## src/rtl/pms_pkg.sv

```systemverilog
package pms_pkg;
  localparam int CLK_MHZ     = 25;
  localparam int STARTUP_US  = 2500;
  localparam int STARTUP_CYC = STARTUP_US * CLK_MHZ;
  localparam int CNT_W       = 17;
  localparam int PD_W        = 8;
  localparam int RET_WORDS   = 5;
  localparam int RET_AW      = 3;
  localparam int RET_DW      = 32;
  // synchroniser bit positions
  localparam int SY_RSTPIN   = 0;
  localparam int SY_BATOK    = 1;
  localparam int SY_FIELD    = 2;
  localparam int SY_FHIGH    = 3;
  localparam int SY_AOLOW    = 4;
  localparam int SY_OSC      = 5;
  localparam int SY_FLASH    = 6;
  localparam int SY_RTC      = 7;
  localparam int SY_WDT      = 8;
  localparam int SY_WAKE     = 9;
  localparam int SY_IRQ      = 10;
  localparam int SYNC_W      = 11;
  // reset and wake pins idle high
  localparam logic [SYNC_W-1:0] SYNC_RST = 11'h201;
  localparam logic [CNT_W-1:0]  CNT_RST  = 17'h00000;
  localparam logic [PD_W-1:0]   PD_RST   = 8'h00;
  localparam logic [RET_DW-1:0] RET_RST  = 32'h00000000;

  typedef enum logic [2:0] {
    ST_OFF  = 3'h0,
    ST_DIG  = 3'h1,
    ST_ANA  = 3'h3,
    ST_RST  = 3'h2,
    ST_ACT  = 3'h6,
    ST_SLP  = 3'h7,
    ST_DPD  = 3'h5,
    ST_BOFF = 3'h4
  } pms_state_e;
endpackage : pms_pkg

```

## src/rtl/pms_retention_mem.sv

```systemverilog
module pms_retention_mem (
  input  wire logic                          mclk,
  input  wire logic                          rstn,
  input  wire logic                          we,
  input  wire logic [pms_pkg::RET_AW-1:0]    addr,
  input  wire logic [pms_pkg::RET_DW-1:0]    wdata,
  output logic      [pms_pkg::RET_DW-1:0]    rdata_q
);
  // array has no reset so contents survive deep power-down
  logic [pms_pkg::RET_DW-1:0] mem [pms_pkg::RET_WORDS];

  always_ff @(posedge mclk) begin
    if (we && (int'(addr) < pms_pkg::RET_WORDS)) begin
      mem[addr] <= wdata;
    end
  end

  always_ff @(posedge mclk) begin
    if (!rstn) begin
      rdata_q <= pms_pkg::RET_RST;
    end else if (int'(addr) < pms_pkg::RET_WORDS) begin
      rdata_q <= mem[addr];
    end else begin
      rdata_q <= pms_pkg::RET_RST;
    end
  end
endmodule : pms_retention_mem

```

## src/rtl/pms_power_mode_sequencer.sv

```systemverilog
module pms_power_mode_sequencer #(
  parameter int STARTUP_CYC = pms_pkg::STARTUP_CYC
) (
  input  wire logic                        mclk,
  input  wire logic                        rstn,
  input  wire logic                        reset_pin_n,
  input  wire logic                        battery_above_thr,
  input  wire logic                        field_present,
  input  wire logic                        field_above_battery,
  input  wire logic                        always_on_low,
  input  wire logic                        sysosc_stable,
  input  wire logic                        flash_ready,
  input  wire logic                        rtc_event,
  input  wire logic                        wdt_event,
  input  wire logic                        wake_pin,
  input  wire logic                        start_irq,
  input  wire logic                        auto_select_dis,
  input  wire logic                        bod_enable,
  input  wire logic                        wake_pin_en,
  input  wire logic                        field_wake_en,
  input  wire logic                        sleep_req,
  input  wire logic                        dpd_select,
  input  wire logic                        battery_off_req,
  input  wire logic                        flag_clr,
  input  wire logic [pms_pkg::PD_W-1:0]    pd_config,
  input  wire logic                        ret_we,
  input  wire logic [pms_pkg::RET_AW-1:0]  ret_addr,
  input  wire logic [pms_pkg::RET_DW-1:0]  ret_wdata,
  output logic      [pms_pkg::RET_DW-1:0]  ret_rdata,
  output logic                             battery_power_switch,
  output logic                             field_power_switch,
  output logic                             battery_selected,
  output logic                             digital_regulator_en,
  output logic                             analog_regulator_en,
  output logic                             system_reset_n,
  output logic                             boot_en,
  output logic                             deep_powerdown_flag,
  output logic                             sleep_flag,
  output logic                             dpd_entered,
  output logic                             sleep_entered,
  output logic                             brownout_irq,
  output logic      [pms_pkg::PD_W-1:0]    periph_pwr_en,
  output logic      [2:0]                  pwr_state
);
  localparam int ANA_AT = STARTUP_CYC / 4;
  localparam int REL_AT = STARTUP_CYC / 2;
  localparam int END_AT = STARTUP_CYC - 1;

  logic [pms_pkg::SYNC_W-1:0] sy1_q;
  logic [pms_pkg::SYNC_W-1:0] sy2_q;
  logic                       rpin_prev_q;
  pms_pkg::pms_state_e        state_q;
  pms_pkg::pms_state_e        state_d;
  logic [pms_pkg::CNT_W-1:0]  cnt_q;
  logic                       batsw_q;
  logic                       fldsw_q;
  logic                       selbat_q;
  logic                       selbat_d;
  logic                       dig_q;
  logic                       ana_q;
  logic                       sysrst_n_q;
  logic                       boot_q;
  logic                       dpdf_q;
  logic                       slpf_q;
  logic                       dpd_seen_q;
  logic                       slp_seen_q;
  logic                       bod_q;
  logic [pms_pkg::PD_W-1:0]   pwr_q;

  logic rpin;
  logic rpin_rise;
  logic fld;
  logic osc;
  logic trigger;
  logic wake_slp;
  logic wake_dpd;
  logic powered_d;

  // pin and analog levels pass two flip-flops
  always_ff @(posedge mclk) begin
    if (!rstn) begin
      sy1_q <= pms_pkg::SYNC_RST;
      sy2_q <= pms_pkg::SYNC_RST;
    end else begin
      sy1_q <= {start_irq, wake_pin, wdt_event, rtc_event, flash_ready, sysosc_stable,
                always_on_low, field_above_battery, field_present, battery_above_thr,
                reset_pin_n};
      sy2_q <= sy1_q;
    end
  end

  always_ff @(posedge mclk) begin
    if (!rstn) begin
      rpin_prev_q <= 1'b1;
    end else begin
      rpin_prev_q <= sy2_q[pms_pkg::SY_RSTPIN];
    end
  end

  assign rpin      = sy2_q[pms_pkg::SY_RSTPIN];
  assign rpin_rise = rpin & ~rpin_prev_q;
  assign fld       = sy2_q[pms_pkg::SY_FIELD];
  assign osc       = sy2_q[pms_pkg::SY_OSC];
  assign trigger   = rpin_rise | fld;

  assign wake_slp = ~rpin | sy2_q[pms_pkg::SY_RTC] | sy2_q[pms_pkg::SY_WDT]
                  | ~sy2_q[pms_pkg::SY_WAKE] | sy2_q[pms_pkg::SY_IRQ]
                  | (fld & field_wake_en);
  assign wake_dpd = ~rpin | sy2_q[pms_pkg::SY_RTC]
                  | (wake_pin_en & ~sy2_q[pms_pkg::SY_WAKE])
                  | (fld & field_wake_en);

  always_comb begin
    state_d = state_q;
    case (state_q)
      pms_pkg::ST_OFF, pms_pkg::ST_BOFF: begin
        if (trigger) begin
          state_d = pms_pkg::ST_DIG;
        end
      end
      pms_pkg::ST_DIG: begin
        if (int'(cnt_q) >= ANA_AT) begin
          state_d = pms_pkg::ST_ANA;
        end
      end
      pms_pkg::ST_ANA: begin
        if (int'(cnt_q) >= REL_AT && osc) begin
          state_d = pms_pkg::ST_RST;
        end
      end
      pms_pkg::ST_RST: begin
        if (int'(cnt_q) >= END_AT && sy2_q[pms_pkg::SY_FLASH] && rpin) begin
          state_d = pms_pkg::ST_ACT;
        end
      end
      pms_pkg::ST_ACT: begin
        if (battery_off_req && !fld) begin
          state_d = pms_pkg::ST_BOFF;
        end else if (!rpin) begin
          state_d = pms_pkg::ST_RST;
        end else if (sleep_req) begin
          state_d = dpd_select ? pms_pkg::ST_DPD : pms_pkg::ST_SLP;
        end
      end
      pms_pkg::ST_SLP: begin
        if (wake_slp) begin
          state_d = pms_pkg::ST_ACT;
        end
      end
      pms_pkg::ST_DPD: begin
        if (wake_dpd) begin
          state_d = pms_pkg::ST_DIG;
        end
      end
      default: state_d = pms_pkg::ST_OFF;
    endcase
  end

  // runs on every timer oscillator edge, only rstn low stops it and holds it in ST_OFF
  always_ff @(posedge mclk) begin
    if (!rstn) begin
      state_q <= pms_pkg::ST_OFF;
    end else begin
      state_q <= state_d;
    end
  end

  always_ff @(posedge mclk) begin
    if (!rstn) begin
      cnt_q <= pms_pkg::CNT_RST;
    end else if (state_d == pms_pkg::ST_DIG && state_q != pms_pkg::ST_DIG) begin
      cnt_q <= pms_pkg::CNT_RST;
    end else if (int'(cnt_q) < END_AT) begin
      cnt_q <= cnt_q + 17'h00001;
    end
  end

  // battery preferred unless the override is off, it is low and the field is higher
  assign selbat_d = auto_select_dis
                  | sy2_q[pms_pkg::SY_BATOK]
                  | ~sy2_q[pms_pkg::SY_FHIGH];

  always_ff @(posedge mclk) begin
    if (!rstn) begin
      batsw_q  <= 1'b0;
      fldsw_q  <= 1'b0;
      selbat_q <= 1'b1;
    end else begin
      if (state_d == pms_pkg::ST_BOFF) begin
        batsw_q <= 1'b0;
      end else if (trigger) begin
        batsw_q <= 1'b1;
      end
      selbat_q <= selbat_d;
      fldsw_q  <= fld & ~selbat_d;
    end
  end

  assign powered_d = state_d == pms_pkg::ST_DIG || state_d == pms_pkg::ST_ANA
                  || state_d == pms_pkg::ST_RST || state_d == pms_pkg::ST_ACT
                  || state_d == pms_pkg::ST_SLP;

  always_ff @(posedge mclk) begin
    if (!rstn) begin
      dig_q <= 1'b0;
    end else begin
      dig_q <= powered_d;
    end
  end

  always_ff @(posedge mclk) begin
    if (!rstn) begin
      ana_q <= 1'b0;
    end else begin
      ana_q <= powered_d && state_d != pms_pkg::ST_DIG;
    end
  end

  always_ff @(posedge mclk) begin
    if (!rstn) begin
      sysrst_n_q <= 1'b0;
      boot_q     <= 1'b0;
    end else begin
      sysrst_n_q <= powered_d && state_d != pms_pkg::ST_DIG && state_d != pms_pkg::ST_ANA
                    && dig_q && osc && rpin;
      boot_q     <= (state_d == pms_pkg::ST_ACT) && sy2_q[pms_pkg::SY_FLASH];
    end
  end

  always_ff @(posedge mclk) begin
    if (!rstn) begin
      dpdf_q <= 1'b0;
      slpf_q <= 1'b0;
    end else begin
      dpdf_q <= state_d == pms_pkg::ST_DPD;
      slpf_q <= state_d == pms_pkg::ST_SLP;
    end
  end

  // set wins over clear
  always_ff @(posedge mclk) begin
    if (!rstn) begin
      dpd_seen_q <= 1'b0;
      slp_seen_q <= 1'b0;
    end else begin
      if (state_d == pms_pkg::ST_DPD && state_q != pms_pkg::ST_DPD) begin
        dpd_seen_q <= 1'b1;
      end else if (flag_clr) begin
        dpd_seen_q <= 1'b0;
      end
      if (state_d == pms_pkg::ST_SLP && state_q != pms_pkg::ST_SLP) begin
        slp_seen_q <= 1'b1;
      end else if (flag_clr) begin
        slp_seen_q <= 1'b0;
      end
    end
  end

  always_ff @(posedge mclk) begin
    if (!rstn) begin
      bod_q <= 1'b0;
    end else begin
      bod_q <= bod_enable & sy2_q[pms_pkg::SY_AOLOW];
    end
  end

  always_ff @(posedge mclk) begin
    if (!rstn) begin
      pwr_q <= pms_pkg::PD_RST;
    end else if (state_d == pms_pkg::ST_ACT || state_d == pms_pkg::ST_SLP) begin
      pwr_q <= ~pd_config;
    end else begin
      pwr_q <= pms_pkg::PD_RST;
    end
  end

  pms_retention_mem u_ret (
    .mclk    (mclk),
    .rstn    (rstn),
    .we      (ret_we),
    .addr    (ret_addr),
    .wdata   (ret_wdata),
    .rdata_q (ret_rdata)
  );

  assign battery_power_switch = batsw_q;
  assign field_power_switch   = fldsw_q;
  assign battery_selected     = selbat_q;
  assign digital_regulator_en = dig_q;
  assign analog_regulator_en  = ana_q;
  assign system_reset_n       = sysrst_n_q;
  assign boot_en              = boot_q;
  assign deep_powerdown_flag  = dpdf_q;
  assign sleep_flag           = slpf_q;
  assign dpd_entered          = dpd_seen_q;
  assign sleep_entered        = slp_seen_q;
  assign brownout_irq         = bod_q;
  assign periph_pwr_en        = pwr_q;
  assign pwr_state            = state_q;
endmodule : pms_power_mode_sequencer

```

## config.mk

```make
export PLATFORM = sky130hd
export DESIGN_NAME = pms_power_mode_sequencer
export DESIGN_NICKNAME = d
export VERILOG_FILES = /design/src/rtl/pms_pkg.sv /design/src/rtl/pms_retention_mem.sv /design/src/rtl/pms_power_mode_sequencer.sv
export SDC_FILE = /design/constraint.sdc
export NUM_CORES = 1
export LEC_CHECK = 0
export ABC_AREA = 1
export ABC_CLOCK_PERIOD_IN_PS = 5700
export BUFFER_PORTS_ARGS = -buffer_cell sky130_fd_sc_hd__buf_2
export CAP_MARGIN = 20
export CELL_PAD_IN_SITES_DETAIL_PLACEMENT = 1
export CELL_PAD_IN_SITES_GLOBAL_PLACEMENT = 1
export CORE_AREA = 2 2 169 171
export DETAILED_ROUTE_END_ITERATION = 8
export DIE_AREA = 0 0 171 173
export PLACE_DENSITY = 0.64
export SLEW_MARGIN = 20
export SYNTH_ARGS = -nofsm -noshare
export SYNTH_HDL_FRONTEND = slang
export SYNTH_SLANG_ARGS = --single-unit
```

## constraint.sdc

```tcl
create_clock -name mclk -period 5.7 [get_ports mclk]
set_input_delay 0.285 -clock mclk [delete_from_list [all_inputs] [get_ports mclk]]
set_output_delay 0.285 -clock mclk [all_outputs]
set_load 0.02 [all_outputs]
```

[Word level (Yosys, flattened, before mapping)]
Memory sizes are Yosys's and may differ from the RTL's. A register that Yosys moved wholly into a read port is not among the register bits.
Cells that the tools add are included.
Storage, ports and cells
  ROM bits: 0
  bits in latches: 0
  memories kept: 1
  word-level logic and storage cells: 111
  RAM bits: 160
  bits in registers: 63
Operators by class
  reduce and logical (&&, ||, !) cells: 29
  divide/modulo/power cells: 0
  shifts and indexed selects: 0
  magnitude comparators: 5
  muxes and demuxes: 16
  add/subtract/negate cells: 1
  bitwise gates (word level): 22
  equality and inequality tests: 19
  $mul: 0
Memory list
  u_ret.mem: depth 5, width 32, read ports 1, clocked after memory_dff 1, wr ports 1, line pms_retention_mem.sv:10  | logic [pms_pkg::RET_DW-1:0] mem [pms_pkg::RET_WORDS];
Operators by type and width (number)
  $mux W3: 9
  $eq A3 B3 Y1 const B: 8
  $pmux W3 S7: 1
  $add A17 B1 Y17 const B: 1
  $ge A17 B14 Y1 const B: 1
  $ge A17 B15 Y1 const B: 1
  $ge A17 B16 Y1 const B: 1
  $lt A17 B16 Y1 const B: 1
  $logic_and A1 B1 Y1: 14
  $eq A3 B2 Y1 const B: 4
  $or A1 B1 Y1: 10
  $not A8 Y8: 1
  $eq A3 B1 Y1 const B: 2
  $ne A3 B1 Y1 const B: 2
  $ne A3 B3 Y1 const B: 2
  $not A1 Y1: 6
  $reduce_or A2 Y1: 3
  $and A1 B1 Y1: 5
  $logic_or A1 B1 Y1: 5
  $mux W1: 5
  $reduce_and A2 Y1: 2
  $reduce_bool A2 Y1: 2
  $logic_not A3 Y1: 1
  $lt A3 B3 Y1 const B: 1
  3 further kinds: 4

[Depth between registers and ports, before layout]
Gate-level depths: netlist of the first run.
  word-level depth: 18
  depth in mapped cells: 17

[Hierarchy]
From an unflattened synthesis of the first run, not the netlist that was laid out.
Unflattened totals
  cells, all modules: 1072
  area total of the unflattened synthesis: 10447.5 um^2
Modules (own cells, without submodules)
  pms_retention_mem: instances 1, sequential area each 5445.2 um^2, cells an instance 682, area an instance 7522.2 um^2
  pms_power_mode_sequencer: instances 1, sequential area each 1261.2 um^2, cells an instance 390, area an instance 2925.3 um^2

[Worst setup path after synthesis of the first run]
Ideal clock, no wire load.
  path type: input to register
  start point: input port ret_addr[2] in the netlist's numbering
  end point: memory u_ret.mem[2][0] in the netlist's numbering (enable)
  slack: 2.032 ns
  setup time: 0.461 ns
  stages: 5
  arrival time: 3.207 ns
  path through: clkbuf_1 > nor2_1 > buf_1 > inv_1 > nor3_1
Between the ends
  cells in the longest elaborated chain, start to end: 4
Ends and longest elaborated chain
  start: declaration: line pms_power_mode_sequencer.sv:27  | input wire logic [pms_pkg::RET_AW-1:0] ret_addr,
  $lt A3 B3 Y1: line pms_retention_mem.sv:13  | if (we && (int'(addr) < pms_pkg::RET_WORDS)) begin
  $logic_and A1 B1 Y1: line pms_retention_mem.sv:13
  $mux W1: line pms_retention_mem.sv:13
  $mux W1 (implied by the code): line pms_retention_mem.sv:14  | mem[addr] <= wdata;
  end: declaration: line pms_retention_mem.sv:10
Several ways; a longest one is shown, not always the timed one.

[Worst setup path in the final report of the first run]
  start point: input port ret_addr[0] in the netlist's numbering
  end point: memory u_ret.mem[1][18] in the netlist's numbering (enable)
The elaborated chain is that of the path after synthesis.

==> run summary, run 1 <==
The tools report the maximum clock frequency as 453.0 MHz. The first global-routing pass estimated 38020 um of wire. The number of fill cells in the layout was 3089. The path with the worst hold slack has its endpoint at u_ret.mem[0][3]$_DFFE_PP_. The final route contains 6670 vias. The initial antenna violation count was 2.

The number of buffers added on ports came out at 119. The final critical-path share of the clock period was 38.73%. The area of the multi-input gates is 0.002389 sq mm, and the height of the die is 173 um. The tools report the synthesized net count as 936. The library cell used most frequently in the layout, excluding fill and tap cells, is sky130_fd_sc_hd__edfxtp_1.

The tools report the setup TNS as 0 ns. The half-perimeter wire length after placement was 14950 um. For this block, the initial DRC count from the detailed router was 298. The logs give 3 for the number of buffers on the longest clock path and 3.72 ns for the setup slack of the most critical reg-to-reg path. The worst setup path is launched from a primary input. The slowest stage of the critical path belongs to the cell sky130_fd_sc_hd__nor3_2. Data arrives at the worst endpoint at 2.40 ns. In this run, synthesis produced a sequential element count of 255.

The tools report the cell chosen for the clock root as sky130_fd_sc_hd__clkbuf_16. Once the floorplan was initialized, standard cells occupied 34.64% of the core. The source of the worst hold timing path was ret_wdata[3].

TritonCTS built the clock tree. In this run switching power makes up 22.05% of total power. The overall global routing resource usage was 16.14%. After detailed routing, the number of remaining DRC violations is 0. In the final layout, flip-flops and latches occupy 0.006706 sq mm. The floorplan step defined a core boundary enclosing 0.02763 sq mm. The die is 171 um wide.

The count of endpoints failing hold in the final timing report was 0; the worst hold path depth was 1. The number of setup buffers added after CTS is 0. The area growth from synthesis to layout is 25.40%. The sequential cell fraction of total power is 51.1%. The worst hold path belongs to the class primary input to register. In this run the static leakage power is 4.902 nW. Per report_power, the combinational group accounts for 6.6% of the total.

The peak supply drop was 0.2068 mV. The run gives 0.01190 ns as the maximum clock skew at final layout. The number of I/O pins came out at 120.

In this run the power spent charging and discharging nets is 0.0008843 W. The post-route netlist has 20.06% of its cells at a drive strength greater than 1. The clock latency on the worst-skew pair was 0.54 ns; the number of nets in the layout was 1110. Cell internal power was estimated by the tool at 0.003125 W.

The tools report the sequential element share of the synthesized area as 70.07%. Walking the worst path, the cells encountered are buf_2 > clkinv_2 > nor3_2 > buf_4. The logs give 5.89 ns for the critical path data required time and 37.18% for the relative slew slack. At the pin with the least slew margin, the transition time is 0.9403 ns. The number of CTS-inserted buffers was 28; the count of cells along the worst register-to-register path was 11.

For the synthesis warning total, the log shows 0. The number of levels in the clock H-tree came out at 1. The run finished with clean final reports.

Of all nets on the critical path, the largest fanout is 67. The clock sink total was 255; the largest net degree at the start of global routing was 68. The tools report the worst flop-to-flop path startpoint as cnt_q[1]$_SDFFE_PP0N_. Setup violations remaining at the end of the flow were counted as 0. Before antenna repair, the detailed router went through 4 iterations. Synthesis handed over a netlist of 868 instances. The routed design has 23470 um of wire.

The tools report the type of element capturing the critical path as a register. The count of nets left with antenna violations once routing finished came out at 0. Dividing total power by cell area gives a power density of 334.1 mW/mm^2. The number of placed instances, taps included, is 1339. The congestion estimate from routability-driven global placement came to 0.8023.

The full die area was 0.02958 sq mm. For this run, the slowest stage of the critical path takes 0.85 ns. The post-synthesis area per instance is 11.03 sq um, and the share of the core filled with cells is 43.44%. The count of distinct cell types in the synthesized netlist is 33, and the via count of the first global-routing pass is 7151. The minimum clock period after layout works out to 2.208 ns. The run gives 0 as the total of max-cap violations. In the layout the commonest cells are sky130_fd_sc_hd__edfxtp_1, sky130_fd_sc_hd__nand2_1, sky130_fd_sc_hd__nor2_1, sky130_fd_sc_hd__buf_2, sky130_fd_sc_hd__inv_1.

The run gives 42.4% as the share of power burned in the clock network. Post-layout instance count excluding filler cells: 1443. The routed wirelength normalized by instance count was 16.27 um; the combined area of all synthesized cells was 0.009572 sq mm.

The type of the worst setup path was primary input to register. The worst register-to-register path ends at dpd_entered$_SDFFE_PN0P_. Setup repair after global routing left no endpoint under its margin. The tools report the final global-route overflow total as 0.

The count of pins over their slew limit is 0, and the number of vias per cell after detailed routing is 4.622. Row generation in the floorplan step produced 61 rows. The clock edge transition at the registers on the reported setup and hold paths is 0.06 ns.
logic make-up (layout without fill, tap and decap cells):
group                      count (synthesis)  count (layout)  synth area share (%)
DFF                                      255             255                 70.07
other                                      0               3                     0
xor gates and xnor gates                  13              13                 1.190
muxes                                      2               2                0.2092
adders and majority gates                  3               3                0.3922
buffers and inverters                    136             330                 5.438
AOI/OAI and AO/OA                        116             116                 7.399
and+or+nand+nor                          343             343                 15.31
sequential cells by signal, indices dropped and copies added (netlist names):
name,flops
dpd_entered,1
sy1_q,11
rpin_prev_q,1
analog_regulator_en,1
digital_regulator_en,1
cnt_q,17
deep_powerdown_flag,1
sleep_flag,1
brownout_irq,1
periph_pwr_en,8
sy2_q,11
u_ret.mem,160
field_power_switch,1
battery_selected,1
boot_en,1
sleep_entered,1
system_reset_n,1
u_ret.rdata_q,32
battery_power_switch,1
pwr_state,3
worst max path at each step:
stage / start / to / cells after the start
after global placement: ret_addr[0] / u_ret.mem[4][19]$_DFFE_PP_ / 4
after detailed placement: ret_addr[0] / u_ret.mem[4][19]$_DFFE_PP_ / 4
after CTS: ret_addr[0] / u_ret.mem[4][18]$_DFFE_PP_ / 4
after floorplan: ret_addr[2] / u_ret.mem[2][0]$_DFFE_PP_ / 5
final: ret_addr[0] / u_ret.mem[1][18]$_DFFE_PP_ / 4
after global routing: ret_addr[0] / u_ret.mem[1][19]$_DFFE_PP_ / 4
timing repair:
item / 4_1_cts / 5_1_grt
hold buffers: 50 / 0
endpoints found under the hold margin: 152 / 0
resized for setup: 0 / 0
layout make-up:
class,count,area share (%)
clock buffer,43,6.672
tap,378,3.940
inverter,103,3.232
timing repair buffer,177,9.736
sequential,255,55.87
clock inverter,7,0.5838
antenna,3,0.06255
multi-input combinational,477,19.90
power groups by stage:
stage          Clock [W]  Sequential [W]  Combinational (W)
4_1_cts          0.00175         0.00205           0.000268
3_3_place_gp           0         0.00208           0.000235
6_report         0.00170         0.00205           0.000263
5_1_grt          0.00182         0.00205           0.000297
2_1_floorplan          0         0.00210           0.000117
3_5_place_dp           0         0.00209           0.000239
per-layer routing:
| layer | track usage, % | vias to the layer above | part of all wire, % |
|---|---|---|---|
| li1 | - | 3246 | - |
| met1 | 21.12 | 3229 | 44 |
| met2 | 27.40 | 159 | 48 |
| met3 | 3.159 | 36 | 5.5 |
| met4 | 4.025 | 0 | 2.1 |
| met5 | 0 | - | 0 |
through the flow:
stage | area (sq um) | total power (W) | setup WS, ns | hold WS, ns
floorplan | 9572 | 0.002219 | 2.032 | 0.3574
global placement | 10600 | 0.002319 | 2.777 | 0.3965
detailed placement | 10600 | 0.002325 | 2.699 | 0.3994
CTS | 11970 | 0.004070 | 3.266 | 0.0008651
global route | 12000 | 0.004168 | 3.218 | 0.006137
finish | 12000 | 0.004010 | 3.492 | 0.01704
worst max-delay path, delay by kind of cell:
kind	cells	cell delay (ns)
buffers and inverters	3	1.22
and+or+nand+nor	1	0.85
synthesized netlist by cell type (all sizes together):
cell type / count / area, sq um
nand4: 5 / 31.28
nor2: 140 / 568.0
ha: 3 / 37.54
dfxtp: 95 / 1902
nor3: 13 / 75.07
clkbuf: 24 / 90.09
a21boi: 1 / 7.510
edfxtp: 160 / 4805
and3: 1 / 6.260
a21oi: 9 / 48.80
nand2: 155 / 606.8
nand3b: 1 / 7.510
xor2: 13 / 113.9
o22ai: 1 / 6.260
nand3: 23 / 132.6
buf: 9 / 43.79
inv: 103 / 386.6
nor3b: 1 / 12.51
mux2i: 2 / 20.02
or2: 4 / 25.02
o221ai: 32 / 280.3
o21ai: 73 / 365.4
Note: power is estimated with default switching activity, not from simulation.
==> inputs of run 2 (changes only) <==
--- a/config.mk
+++ b/config.mk
@@ -6,7 +6,7 @@
 export NUM_CORES = 1
 export LEC_CHECK = 0
 export ABC_AREA = 1
-export ABC_CLOCK_PERIOD_IN_PS = 5700
+export ABC_CLOCK_PERIOD_IN_PS = 2200
 export BUFFER_PORTS_ARGS = -buffer_cell sky130_fd_sc_hd__buf_2
 export CAP_MARGIN = 20
 export CELL_PAD_IN_SITES_DETAIL_PLACEMENT = 1
==> constraint.sdc (replaced) <==
create_clock -name mclk -period 2.2 [get_ports mclk]
set_input_delay 0.11 -clock mclk [delete_from_list [all_inputs] [get_ports mclk]]
set_output_delay 0.11 -clock mclk [all_outputs]
set_load 0.02 [all_outputs]
==> run 2 against run 1 <==
  * Worst hold slack gained 0.012 ns
  * Sequential share of layout area shrank 0.94 points
  * Clock skew grew 0.0014 ns
  * Wire length grew 2.8%
  * Die area is the same
  * Largest cell class unchanged
  * Largest power group unchanged
==> run summary, run 2 (same netlist as run 1, synthesis figures left out) <==
The run finished with clean final reports. STA classifies the critical path startpoint as a register. The clock edge transition at the registers on the reported setup and hold paths came out at 0.06 ns (about the same). In this run the critical register-to-register path is launched from cnt_q[1]$_SDFFE_PP0N_. The run gives 0.02763 sq mm (unchanged) as the core region area.

The top cell types in the final layout, fill and taps aside, are sky130_fd_sc_hd__edfxtp_1, sky130_fd_sc_hd__nand2_1, sky130_fd_sc_hd__nor2_1, sky130_fd_sc_hd__buf_2, sky130_fd_sc_hd__inv_1. The worst hold path belongs to the class primary input to register. The total of max-cap violations is 0 (unchanged), and the remaining antenna violation count is 0 (unchanged). The cell chosen for the clock root is sky130_fd_sc_hd__clkbuf_16. Fraction of layout cells with a size suffix above 1: 21.38% (+1.3 points).

The number of I/O pins was 120 (unchanged); the initial DRC count was 341 (+14%). The logs give 255 (unchanged) for the clock sink total and 61 (unchanged) for the row count. The via count of the first global-routing pass was 7140 (-0.15%); the data arrival at the endpoint of the critical path was 2.29 ns (-0.11 ns). For the final global-route overflow total, the log shows 0 (unchanged). The maximum clock skew at final layout is 0.01328 ns (+0.001385 ns), and the minimum clock period after layout is 1.870 ns.

The run gives 0.01052 W (+160%) as the sum of internal, switching and leakage power. TritonCTS built the clock tree. Ranked by flip-flop count, first place goes to u_ret.mem. Setup slack of the most critical reg-to-reg path: 0.33 ns (-3.39 ns). The run gives 42 (-38%) as the largest net degree at the start of global routing.

The die boundary width came out at 171 um (unchanged). Count of cells along the worst register-to-register path: 16 (+5). For the total leakage power, the log shows 5.027 nW (+2.5%).

The overall global routing resource usage is 16.46% (+0.32 points), and the count of endpoints failing hold in the final timing report is 0 (unchanged). For the clock latency on the worst-skew pair, the log shows 0.54 ns (about the same). The type of the worst setup path was register to register.

The routed wirelength normalized by instance count was 16.47 um (+1.3%); the aggregate routed wire length was 24120 um (+2.8%). The height of the die came out at 173 um (unchanged). The capture instance of the worst register-to-register path was cnt_q[5]$_SDFFE_PP0N_. For this run, the top clock speed supported by timing is 534.8 MHz.

For the number of levels in the clock H-tree, the log shows 1 (unchanged). The number of buffers added on ports was 119 (unchanged). For the DRC violation count after routing, the log shows 0 (unchanged). Power density over the cells: 861.9 mW/mm^2 (+160%).

For the count of pins over their slew limit, the log shows 0 (unchanged). The critical path starts at cnt_q[1]$_SDFFE_PP0N_. The full die area is 0.02958 sq mm (unchanged). The half-perimeter wire length after placement is 14940 um (about the same), and the number of vias per cell after detailed routing is 4.603 (-0.41%).

The critical path data required time came out at 2.62 ns (-3.27 ns). For the number of endpoints failing setup at the final stage, the log shows 0 (unchanged). Setup repair after global routing left no endpoint under its margin. The final critical-path share of the clock period was 84.99%; the number of nets in the layout was 1130 (+1.8%). The run gives 3052 (-1.2%) as the number of fill cells in the layout. The run gives 0.8349 (+4.1%) as the final weighted congestion in routability-driven placement. The most critical setup path has its endpoint at cnt_q[5]$_SDFFE_PP0N_.

The area growth from synthesis to layout is 27.56%. The type of element capturing the critical path is a register. The number of buffers on the longest clock path was 3 (unchanged); the first-pass GRT wire length was 38530 um (+1.3%). The run gives 46.17% (+9.0 points) as the relative slew slack. The via count of the routed design was 6739 (+1.0%).

For the post-layout instance count excluding filler cells, the log shows 1464 (+1.5%). Peak supply drop: 0.5768 mV (+180%). The number of flip-flops in the largest register was 160 (unchanged); the starting density of the core was 34.64% (unchanged). The number of CTS-inserted buffers came out at 29 (+3.6%). The largest registers in the layout are u_ret.mem: 160 flops, u_ret.rdata_q: 32 flops, cnt_q: 17 flops. The detailed-router iteration count before antenna repair is 4 (unchanged), and the actual transition at the worst max-transition pin is 0.8057 ns (-0.1346 ns).

The initial antenna violation count is 1 (-1), and the instance count after placement with tap cells included is 1355 (+1.2%). Maximum fanout encountered on the critical timing path: 17 (-75%). The most common library cell in the layout ignoring fill and taps is sky130_fd_sc_hd__edfxtp_1.
[run 2: how the worst min path moves through the flow]
stage	start	to	slack, ns	cells past startpoint
6_report	rstn	rpin_prev_q$_SDFF_PN1_	0.03	3
2_1_floorplan	pd_config[0]	periph_pwr_en[0]$_SDFF_PN0_	0.18	1
5_1_grt	rstn	rpin_prev_q$_SDFF_PN1_	0.04	3
3_3_place_gp	pd_config[4]	periph_pwr_en[4]$_SDFF_PN0_	0.27	2
4_1_cts	rstn	rpin_prev_q$_SDFF_PN1_	0.02	3
3_5_place_dp	pd_config[0]	periph_pwr_en[0]$_SDFF_PN0_	0.27	2
[run 2: per-stage QoR]
| stage | hold WS [ns] | utilization [%] | setup TNS [ns] | setup slack, ns | cell area [sq um] |
|---|---|---|---|---|---|
| 2_1_floorplan | 0.1824 | - | -21.02 | -0.3284 | 9607 |
| 3_3_place_gp | 0.2677 | 38.95 | 0 | 0.3702 | 10760 |
| 3_5_place_dp | 0.2694 | 38.95 | 0 | 0.2965 | 10760 |
| 4_1_cts | 0.01692 | 44.18 | 0 | 0.3059 | 12210 |
| 5_1_grt | 0.04019 | 44.18 | 0 | 0.01340 | 12210 |
| 6_report | 0.02871 | 44.19 | 0 | 0.3301 | 12210 |
[run 2: where the power goes]
part	total [W]	leakage, nW	internal (W)	switching [W]
combinational	0.000708	2.35	0.000263	0.000445
sequential	0.00530	2.23	0.00525	0.0000536
clock	0.00451	0.450	0.00266	0.00185
[run 2: timing repair]
item | 4_1_cts | 5_1_grt
hold buffers | 54 | 0
hold endpoints to repair | 184 | 0
resized for setup | 0 | 0
buffers inserted | 0 | 0
[run 2: layout make-up]
| class | instances | area, sq um | area share (%) |
|---|---|---|---|
| flip-flops and latches | 255 | 6706 | 54.93 |
| multi-input cells | 477 | 2414 | 19.77 |
| repair buffers | 196 | 1321 | 10.82 |
| clock buffers | 45 | 855.8 | 7.010 |
| well taps | 378 | 473.0 | 3.874 |
| inverters | 103 | 386.6 | 3.167 |
| clock inverters | 9 | 50.05 | 0.4099 |
| diodes | 1 | 2.502 | 0.02050 |
[run 2: routing by layer]
| metal | global-route usage [%] | wire [um] |
|---|---|---|
| met1 | 20.94 | 10750 |
| met3 | 3.113 | 1072 |
| met4 | 4.273 | 495 |
| met2 | 28.63 | 11800 |
| met5 | 0 | 0 |
[run 2: worst max-delay path, stage by stage (launching register included)]
cell and delay, ns:
sky130_fd_sc_hd__dfxtp_1 0.41, sky130_fd_sc_hd__inv_1 0.09, sky130_fd_sc_hd__ha_1 0.18, sky130_fd_sc_hd__inv_1 0.05
sky130_fd_sc_hd__nor2_1 0.03, sky130_fd_sc_hd__nand2_1 0.06, sky130_fd_sc_hd__nor2_1 0.04, sky130_fd_sc_hd__nand3_1 0.06
sky130_fd_sc_hd__nand2_1 0.05, sky130_fd_sc_hd__inv_1 0.05, sky130_fd_sc_hd__nand2_1 0.05, sky130_fd_sc_hd__nand2_1 0.07
sky130_fd_sc_hd__nand2_2 0.08, sky130_fd_sc_hd__nor2_1 0.13, sky130_fd_sc_hd__nand3_2 0.09, sky130_fd_sc_hd__nand2_4 0.23
sky130_fd_sc_hd__nor2_1 0.08
